**config.mk**
```make
export PLATFORM = sky130hd
export DESIGN_NAME = pir_remap_top
export DESIGN_NICKNAME = d
export VERILOG_FILES = /design/src/pir_pkg.sv /design/src/pir_unlock_gate.sv /design/src/pir_pin_select.sv /design/src/pir_remap_top.sv
export SDC_FILE = /design/constraint.sdc
export NUM_CORES = 1
export LEC_CHECK = 0
export BUFFER_PORTS_ARGS = -buffer_cell sky130_fd_sc_hd__buf_2
export CORE_MARGIN = 2
export CORE_UTILIZATION = 35
export CTS_BUF_LIST = sky130_fd_sc_hd__clkbuf_4 sky130_fd_sc_hd__clkbuf_8
export DETAILED_ROUTE_END_ITERATION = 16
export GPL_TIMING_DRIVEN = 0
export PLACE_DENSITY = 0.61
export SYNTH_ARGS = -nofsm -noshare
export SYNTH_HDL_FRONTEND = slang
export SYNTH_HIERARCHICAL = 1
export SYNTH_SLANG_ARGS = --single-unit
```
**constraint.sdc**
```tcl
create_clock -name clk -period 5.2 [get_ports clk]
set_input_delay 0.26 -clock clk [delete_from_list [all_inputs] [get_ports clk]]
set_output_delay 0.26 -clock clk [all_outputs]
set_load 0.005 [all_outputs]
```
**src/pir_pkg.sv**
```systemverilog
// package for the peripheral input remap block: map, fields, keys, states
// Notes on behaviour
// - lock set: remap register writes ignored
// - lock clear: remap register writes accepted
// - config write needs prior unlock sequence
// - config unimplemented bits read zero, ignored
// - select 0: irq one selector high byte
// - select 1: irq three high, two low
// - select 2: timer one clock, high byte
// - selects 3-5: capture high, timer low
// - reset clears selectors and lock bit
`default_nettype none
package pir_pkg;
	localparam int ADDR_W = 8;
	localparam int DATA_W = 32;
	localparam int REG_W = 16;
	localparam int SEL_W = 8;
	localparam int NUM_INSEL = 6;
	localparam int NUM_FIELDS = 10;
	localparam int NUM_PINS = 64;
	// byte addresses on the register bus
	localparam logic [ADDR_W-1:0] OFS_CONFIG = 8'h00;
	localparam logic [ADDR_W-1:0] OFS_INSEL0 = 8'h04;
	localparam logic [ADDR_W-1:0] OFS_INSEL_LAST = 8'h18;
	localparam logic [ADDR_W-1:0] OFS_UNLOCK = 8'h1c;
	// remap_config layout
	localparam int LOCK_BIT = 11;
	localparam logic [REG_W-1:0] CONFIG_RESET = 16'h0000;
	localparam logic [REG_W-1:0] INSEL_RESET = 16'h0000;
	// implemented bits of each input_select register
	localparam logic [REG_W-1:0] INSEL_MASK [NUM_INSEL] =
		'{16'hff00, 16'hffff, 16'hff00, 16'hffff, 16'hffff, 16'hffff};
	// per field: owning register and lowest bit
	// order: irq1, irq2, irq3, timer1 clock, cap1, ccp tmr1, cap2, ccp tmr2, cap3, ccp tmr3
	localparam int FIELD_REG [NUM_FIELDS] = '{0, 1, 1, 2, 3, 3, 4, 4, 5, 5};
	localparam int FIELD_LSB [NUM_FIELDS] = '{8, 0, 8, 8, 8, 0, 8, 0, 8, 0};
	// unlock keys, written back to back to the unlock register
	localparam logic [REG_W-1:0] UNLOCK_KEY_A = 16'h5a5a;
	localparam logic [REG_W-1:0] UNLOCK_KEY_B = 16'ha5a5;
	typedef enum {KEY_IDLE, KEY_HALF, KEY_ARMED} pir_key_state_type;
endpackage
`default_nettype wire

```
**src/pir_unlock_gate.sv**
```systemverilog
// unlock sequence tracker guarding writes to remap_config
`timescale 1ns/10ps
`default_nettype none
module pir_unlock_gate
	import pir_pkg::*;
(
	// clock and reset
	input wire logic clk,
	input wire logic resetn,
	// completed bus writes
	input wire logic busWrite,
	input wire logic keyWrite,
	input wire logic [pir_pkg::REG_W-1:0] keyData,
	// one write may follow
	output logic armed
);
	pir_key_state_type keyState;
	pir_key_state_type next_keyState;

	always_comb
	begin
		next_keyState = keyState;
		case (keyState)
			KEY_IDLE:
				if (keyWrite && keyData == UNLOCK_KEY_A)
					next_keyState = KEY_HALF;
			KEY_HALF:
				if (keyWrite && keyData == UNLOCK_KEY_B)
					next_keyState = KEY_ARMED;
				else if (busWrite)
					next_keyState = KEY_IDLE;
			KEY_ARMED:
				// any write spends the permission, used or not
				if (busWrite)
					next_keyState = KEY_IDLE;
			default:
				next_keyState = KEY_IDLE;
		endcase
	end

	// state register
	always_ff @(posedge clk or negedge resetn)
	begin
		if (!resetn)
			keyState <= KEY_IDLE;
		else
			keyState <= next_keyState;
	end

	assign armed = (keyState == KEY_ARMED);
endmodule
`default_nettype wire

```
**src/pir_pin_select.sv**
```systemverilog
// one selector-driven synchronous pin multiplexer
`timescale 1ns/10ps
`default_nettype none
module pir_pin_select #(
	parameter int NUM_PINS = 64,
	parameter int SEL_W = 8
) (
	// clock and reset
	input wire logic clk,
	input wire logic resetn,
	// candidate pins and selector
	input wire logic [NUM_PINS-1:0] pins,
	input wire logic [SEL_W-1:0] sel,
	// routed peripheral input
	output logic routed
);
	logic inRange;

	// value zero and values past the last pin choose no pin
	assign inRange = (sel != '0) && (32'(sel) <= NUM_PINS);

	always_ff @(posedge clk or negedge resetn)
	begin
		if (!resetn)
			routed <= 1'b0;
		else
			routed <= inRange ? pins[32'(sel) - 1] : 1'b0;
	end
endmodule
`default_nettype wire

```
**src/pir_remap_top.sv**
```systemverilog
// peripheral input remap: register file on the bus and the input routing
`timescale 1ns/10ps
`default_nettype none
module pir_remap_top
	import pir_pkg::*;
#(
	parameter int NUM_PINS = pir_pkg::NUM_PINS
) (
	// clock and reset
	input wire logic clk,
	input wire logic resetn,
	// register bus
	input wire logic psel,
	input wire logic penable,
	input wire logic pwrite,
	input wire logic [pir_pkg::ADDR_W-1:0] paddr,
	input wire logic [pir_pkg::DATA_W-1:0] pwdata,
	output logic [pir_pkg::DATA_W-1:0] prdata,
	output logic pready,
	output logic pslverr,
	// remappable pins
	input wire logic [NUM_PINS-1:0] remappablePin,
	// routed peripheral inputs
	output logic externalIrqOne,
	output logic externalIrqTwo,
	output logic externalIrqThree,
	output logic timerOneExtClock,
	output logic captureUnit1In,
	output logic ccpTimer1ClockIn,
	output logic captureUnit2In,
	output logic ccpTimer2ClockIn,
	output logic captureUnit3In,
	output logic ccpTimer3ClockIn,
	// lock state for the rest of the chip
	output logic remapLockOut
);
	// register state
	logic remapLock;
	logic [REG_W-1:0] inputSelect [NUM_INSEL];
	// bus decode
	logic access;
	logic done;
	logic writeDone;
	logic configHit;
	logic inselHit;
	logic unlockHit;
	logic addrHit;
	logic [2:0] inselIdx;
	logic [REG_W-1:0] readValue;
	logic unlockArmed;
	logic [SEL_W-1:0] fieldSel [NUM_FIELDS];
	logic [NUM_FIELDS-1:0] routed;

	// bus phase decode; one wait state keeps read data from a flop
	assign access = psel && penable;
	assign done = access && pready;
	assign writeDone = done && pwrite;

	// address decode, word aligned only
	assign configHit = (paddr == OFS_CONFIG);
	assign unlockHit = (paddr == OFS_UNLOCK);
	assign inselHit = (paddr[1:0] == 2'b00) && (paddr >= OFS_INSEL0)
		&& (paddr <= OFS_INSEL_LAST);
	assign inselIdx = 3'(paddr[ADDR_W-1:2] - 6'(OFS_INSEL0 >> 2));
	assign addrHit = configHit || unlockHit || inselHit;

	// read mux; unimplemented bits come back as zero
	always_comb
	begin
		readValue = '0;
		if (configHit)
		begin
			// only the lock bit reads back
			readValue[LOCK_BIT] = remapLock;
		end
		else if (unlockHit)
			readValue = {15'h0000, unlockArmed};
		else if (inselHit)
			readValue = inputSelect[inselIdx] & INSEL_MASK[inselIdx];
	end

	// bus answer: ready in the second access cycle, data and error with it
	always_ff @(posedge clk or negedge resetn)
	begin
		if (!resetn)
		begin
			pready <= 1'b0;
			prdata <= '0;
			pslverr <= 1'b0;
		end
		else
		begin
			pready <= access && !pready;
			if (access && !pready)
			begin
				prdata <= pwrite ? '0 : {16'h0000, readValue};
				pslverr <= !addrHit;
			end
			else
			begin
				prdata <= '0;
				pslverr <= 1'b0;
			end
		end
	end

	// unlock sequence tracking
	pir_unlock_gate unlockGate (
		.clk(clk),
		.resetn(resetn),
		.busWrite(writeDone),
		.keyWrite(writeDone && unlockHit),
		.keyData(pwdata[REG_W-1:0]),
		.armed(unlockArmed)
	);

	always_ff @(posedge clk or negedge resetn)
	begin
		if (!resetn)
			remapLock <= CONFIG_RESET[LOCK_BIT];
		else if (writeDone && configHit && unlockArmed)
			remapLock <= pwdata[LOCK_BIT];
	end

	// lock state exported from its own flop
	always_ff @(posedge clk or negedge resetn)
	begin
		if (!resetn)
			remapLockOut <= 1'b0;
		else if (writeDone && configHit && unlockArmed)
			remapLockOut <= pwdata[LOCK_BIT];
	end

	// selector registers, one per input_select word
	for (genvar i = 0; i < NUM_INSEL; i++)
	begin : gSel
		always_ff @(posedge clk or negedge resetn)
		begin
			if (!resetn)
				inputSelect[i] <= INSEL_RESET;
			else if (writeDone && inselHit && inselIdx == 3'(i) && !remapLock)
				inputSelect[i] <= pwdata[REG_W-1:0] & INSEL_MASK[i];
		end
	end

	// field extraction and routing muxes
	// field placement
	for (genvar f = 0; f < NUM_FIELDS; f++)
	begin : gField
		assign fieldSel[f] = inputSelect[FIELD_REG[f]][FIELD_LSB[f] +: SEL_W];
		pir_pin_select #(
			.NUM_PINS(NUM_PINS),
			.SEL_W(SEL_W)
		) pinSelect (
			.clk(clk),
			.resetn(resetn),
			.pins(remappablePin),
			.sel(fieldSel[f]),
			.routed(routed[f])
		);
	end

	// routed inputs, each from its mux flop
	assign externalIrqOne = routed[0];
	assign externalIrqTwo = routed[1];
	assign externalIrqThree = routed[2];
	assign timerOneExtClock = routed[3];
	assign captureUnit1In = routed[4];
	assign ccpTimer1ClockIn = routed[5];
	assign captureUnit2In = routed[6];
	assign ccpTimer2ClockIn = routed[7];
	assign captureUnit3In = routed[8];
	assign ccpTimer3ClockIn = routed[9];
endmodule
`default_nettype wire

```
-- After elaboration in Yosys (flattened, before gate mapping)
Memory sizes are Yosys's and may differ from the RTL's.
Cells that the tools add are included.
- muxes and demuxes: 47
- bitwise gates (word level): 2
- reduce and logical (&&, ||, !) cells: 53
- equal/unequal tests: 12
- order comparisons: 23
- add/subtract/negate cells: 11
- operators with widths (cell ; count):
    32-bit by 7-bit less-than comparator with 1-bit output, second input constant ; 10
    16-bit two-way mux ; 8
    32-bit two-way mux ; 3
    32-bit case mux with 3 select lines ; 1
    8-bit by 1-bit subtractor with 9-bit output, second input constant ; 10
    8-bit by 7-bit less-or-equal comparator with 1-bit output, second input constant ; 10
    8-bit nonzero test ; 10
    1-bit binary-select mux with 6-bit select ; 10
    16-bit binary-select mux with 3-bit select ; 1
    1-bit logical AND ; 34
    32-bit by 1-bit == test with 1-bit output, second input constant ; 1
    32-bit by 2-bit == test with 1-bit output, second input constant ; 1
    32-bit by 3-bit == test with 1-bit output, second input constant ; 1
    32-bit logical NOT ; 1
    1-bit two-way mux ; 22
    16-bit bitwise AND ; 1
    16-bit by 15-bit == test with 1-bit output, second input constant ; 1
    16-bit == test, second input constant ; 1
    11-bit two-way mux ; 1
    8-bit by 5-bit == test with 1-bit output, second input constant ; 1
    8-bit by 3-bit greater-or-equal comparator with 1-bit output, second input constant ; 1
    8-bit by 5-bit less-or-equal comparator with 1-bit output, second input constant ; 1
    8-bit logical NOT ; 1
    3-bit by 2-bit == test with 1-bit output, second input constant ; 2
    11 further kinds ; 15
- ROM bits: 128
- input bits: 109
- memories kept: 1
- bits in registers: 157
- memory list (memory ; words ; bits a word ; read ports ; clocked after memory_dff ; write ports ; line ; text):
    (name not given) ; 8 ; 16 ; 1 ; 0 ; 0 ; pir_remap_top.sv:79 ; readValue = inputSelect[inselIdx] & INSEL_MASK[inselIdx];

-- Depth between registers and ports, before layout
- depth in word-level cells: 11
- mapped depth: 11

-- Modules after synthesis
Netlist, hierarchy kept.
- modules (own cells, without submodules) (module ; cells each ; area an instance (um^2) ; instances):
    pir_pin_select ; 59 ; 726.9 ; 10
    pir_remap_top ; 328 ; 4544.4 ; 1
    pir_unlock_gate ; 64 ; 1041.0 ; 1

-- Worst setup path after synthesis
OpenSTA, ideal clock, no wires.
- path kind: in2reg
- start: in paddr[2] in the netlist's numbering
- end: reg inputSelect (netlist bit fieldSel[10])
- data arrival time: 3.023 ns
- required time: 5.075 ns
- library setup time: 0.125 ns
- stages: 9
- buffers on the path: 4
- setup slack: 2.052 ns
- path through: clkbuf_1 > buf_1 > inv_1 > clkbuf_1 > ha_1 > a32oi_2 > nand4_2 > buf_6 > mux2_2
- cells in the longest elaborated chain, start to end: 6
- RTL lines (what ; line ; text):
    start, declared ; pir_remap_top.sv:16 ; input wire logic [pir_pkg::ADDR_W-1:0] paddr,
    8-bit by 3-bit greater-or-equal comparator with 1-bit output ; pir_remap_top.sv:62 ; assign inselHit = (paddr[1:0] == 2'b00) && (paddr >= OFS_INSEL0)
    1-bit logical AND ; pir_remap_top.sv:62 ;
    1-bit logical AND ; pir_remap_top.sv:63 ; && (paddr <= OFS_INSEL_LAST);
    1-bit logical AND ; pir_remap_top.sv:141 ; else if (writeDone && inselHit && inselIdx == 3'(i) && !remapLock)
    1-bit logical AND * (2 in series) ; pir_remap_top.sv:141 ;
    end signal, assigned by index ; pir_remap_top.sv:142 ; inputSelect[i] <= pwdata[REG_W-1:0] & INSEL_MASK[i];
    end, declared ; pir_remap_top.sv:39 ; logic [REG_W-1:0] inputSelect [NUM_INSEL];
Every way passes the cells marked *; elsewhere a longest branch is shown, timed or not.
A chain may end at the register's enable or synchronous reset.

-- Worst setup path in the final report
- start: in paddr[2] in the netlist's numbering
- end: reg prdata[10] in the netlist's numbering
- cells in the longest elaborated chain, start to end: 11
- RTL lines (what ; line ; text):
    3-bit by 1-bit subtractor with 3-bit output ; pir_remap_top.sv:64 ; assign inselIdx = 3'(paddr[ADDR_W-1:2] - 6'(OFS_INSEL0 >> 2));
    3-bit NOT with 4-bit output (implied by the code) ; pir_remap_top.sv:79 ;
    memory 8 x 16 bit or 16-bit binary-select mux with 3-bit select (tied branches) ; - ;
    16-bit two-way mux (implied by the code) (2 in series) ; pir_remap_top.sv:79 ;
    16-bit bitwise AND ; pir_remap_top.sv:79 ;
    16-bit two-way mux ; pir_remap_top.sv:78 ; else if (inselHit)
    16-bit two-way mux ; pir_remap_top.sv:76 ; else if (unlockHit)
    11-bit two-way mux * ; pir_remap_top.sv:71 ; if (configHit)
    16-bit two-way mux * ; pir_remap_top.sv:96 ; prdata <= pwrite ? '0 : {16'h0000, readValue};
    16-bit two-way mux * ; pir_remap_top.sv:94 ; if (access && !pready)
    end signal, assigned ; pir_remap_top.sv:96 ;
    end, declared ; pir_remap_top.sv:18 ; output logic [pir_pkg::DATA_W-1:0] prdata,
Every way passes the cells marked *; elsewhere a longest branch is shown, timed or not. The select of a mux whose other input is x is not followed.

==> flow_summary.json <==
{
  "ys_types": 60,
  "end_kind": "flip-flop",
  "place_ws_ps": 667.7,
  "area_delta_synth_final_pct": 13.98,
  "dr.pass1.iters": 6,
  "cts.sinks": 141,
  "dp_hpwl_um": 30920,
  "worstSkewPairLatency_ps": 450,
  "vias": 10070,
  "cts_buffers": 17,
  "initial_core_util_pct": 35.37,
  "hold_slack_ps": 103.1,
  "worstPathArrival_ps": 4420,
  "final_nets": 1294,
  "status": "complete, no violations",
  "syn_area_sq_mm": 0.01285,
  "crit_path_max_fanout": 12,
  "routed_wl_um": 40660,
  "syn_inst": 982,
  "final_core_util_pct": 40.31,
  "h-tree-depth": 4,
  "vdd_drop_max_mv": 0.1384,
  "yosysWarnings": 6,
  "hold_path_class": "in -> reg",
  "p_leak_nw": 6.256,
  "worstMarginPinSlew_ps": 858.1,
  "cts.path.max_buffers": 2,
  "crit_type": "in -> reg",
  "gr-total-overflow": 0,
  "portBuffers": 121,
  "ioPinCount": 154,
  "drive_above_1_share_pct": 36.19,
  "fmax_mhz": 242.6,
  "synth_edf_count": 0,
  "layout_min_cycle_time_ps": 4122,
  "slew_viol_final": 0,
  "dieArea_sq_mm": 0.03828,
  "grt_max_degree": 78,
  "rows": 70,
  "grt_pass1_wl_um": 61510,
  "routedWlPerCell_um": 24.64,
  "cp.required_ps": 5500,
  "ys_ff_latch": 141,
  "drc_errors": 0,
  "cts_root_buf": "clkbuf_8",
  "power_density_mw_per_mm2": 166.7,
  "viasPerCell": 6.101,
  "power_w": 0.002442,
  "syn_area_per_cell_sq_um": 13.09,
  "rsz0062_at_grt": "no",
  "core_sq_mm": 0.03635,
  "slew_headroom_pct": 42.79,
  "fp.dieH_um": 195.6,
  "cts_tree": "done",
  "ys_seq_area_share_pct": 27.45,
  "layout_commonest_cell": "dfrtp_1",
  "tns_ps": 0,
  "die_width_um": 195.6,
  "place_congestion": 0.9343,
  "skew_ps": 18.60,
  "synthArstFlopShare_pct": 100.0,
  "finalHoldViolCount": 0,
  "antenna_found_initial": 1,
  "setup_viol": 0,
  "clkSlewWorstSetupHoldPaths_ps": 80,
  "initialDrtViolationCount": 882,
  "detail-route-antenna-nets": 0,
  "nFillCells": 3400,
  "final_cell_mix": "dfrtp_1 (141), buf_2 (132), mux4_2 (107), mux2i_1 (92), mux2_2 (82)",
  "cts_setup_buffers": 0,
  "maxCapViolCount": 0,
  "track_usage_pct": 21.43,
  "first_global_vias": 9905,
  "setup_slack_ps": 1078,
  "ys.flop_type": "dfrtp_1",
  "fin_crit_sh_pct": 79.27,
  "critPathLaunchType": "input pin"
}
[flip-flops by register name, indices dropped and copies added, names as in the netlist]
signal / flops
prdata: 16
remapLockOut: 1
gField.pinSelect/routed: 10
pready: 1
unlockGate/keyState: 32
fieldSel: 80
pslverr: 1
[layer usage]
| layer | vias up | track usage, % | wire length (um) |
|---|---|---|---|
| met2 | 516 | 35.82 | 19870 |
| met4 | 0 | 9.924 | 2087 |
| li1 | 4343 | - | - |
| met3 | 107 | 3.713 | 2879 |
| met1 | 5100 | 27.18 | 15820 |
| met5 | - | 0 | 0 |
[per-stage QoR]
step                instance area (sq um)  std cells
finish                              14650       1650
detailed placement                  14240       1616
CTS                                 14650       1648
global placement                    14210       1615
global route                        14650       1649
floorplan                           13020       1026
[final timing paths]
kind	start	endpoint	slack (ps)	cells after the start
max	paddr[2]	prdata[10]	1080	11
min	penable	pready	100	3
max reg2reg	fieldSel[0]	gField[9].pinSelect/routed	1850	11
min reg2reg	unlockGate/keyState[1]	unlockGate/keyState[0]	490	1
max in group asynchronous	resetn	fieldSel[42]	4040	3
min in group asynchronous	resetn	unlockGate/keyState[27]	360	2
[timing repair]
action                                 in CTS  in global routing
hold buffers                                1                  0
gates resized for setup                     0                  0
endpoints found under the hold margin      64                  0
[where the power goes]
| group | switching (W) | internal [W] |
|---|---|---|
| sequential | 0.00000684 | 0.00111 |
| combinational | 0.000258 | 0.000178 |
| clock | 0.000442 | 0.000446 |
[critical path, cell delays in order]
cell and delay (ps):
buf_2 140, clkbuf_1 660, buf_1 670, inv_1 200, clkbuf_1 330, ha_1 380, clkbuf_1 380, clkbuf_1 660
mux4_2 450, a21oi_1 230, nor2_1 60
[cell type report]
type                       instances  area (sq um)  share of cell area [%]
timing repair buffer             123         649.4                   4.432
buffer                            80         465.4                   3.177
clock inverter                    12         136.4                  0.9308
multi-input combinational        758          8850                   60.40
sequential                       141          3528                   24.08
tap                              468         585.6                   3.997
inverter                          47         176.4                   1.204
antenna                            2         5.005                 0.03416
clock buffer                      19         255.2                   1.742
[cells in the mapped netlist (11+ instances only)]
cell type / number / area [sq um]
ha_1: 17 / 212.7
nor4_1: 19 / 118.9
a22oi_1: 20 / 150.1
dfrtp_1: 141 / 3528
buf_1: 11 / 41.29
xor2_1: 20 / 175.2
mux2i_1: 92 / 920.9
nand3b_1: 13 / 97.59
nand4_1: 15 / 93.84
buf_2: 12 / 60.06
mux4_1: 60 / 1577
o211ai_1: 32 / 240.2
buf_4: 16 / 120.1
mux4_2: 107 / 2410
buf_6: 12 / 135.1
nand2_1: 35 / 131.4
mux2_2: 82 / 923.4
inv_1: 46 / 172.7
o21ai_0: 21 / 105.1
nor2_1: 51 / 191.4
clkbuf_1: 29 / 108.9
[kinds of logic after synthesis]
logic type               count (synthesis)  share of synthesized area, %
flip-flops                             141                         27.45
adder cells (fa/ha/maj)                 17                         1.655
buffers and inverters                  127                         4.993
other                                    2                       0.05842
AO/OA/AOI/OAI                          124                         7.271
XOR/XNOR                                40                         4.185
AND/OR/NAND/NOR                        190                         9.032
multiplexers                           341                         45.36
No activity file was read; power rests on OpenSTA's default activity.
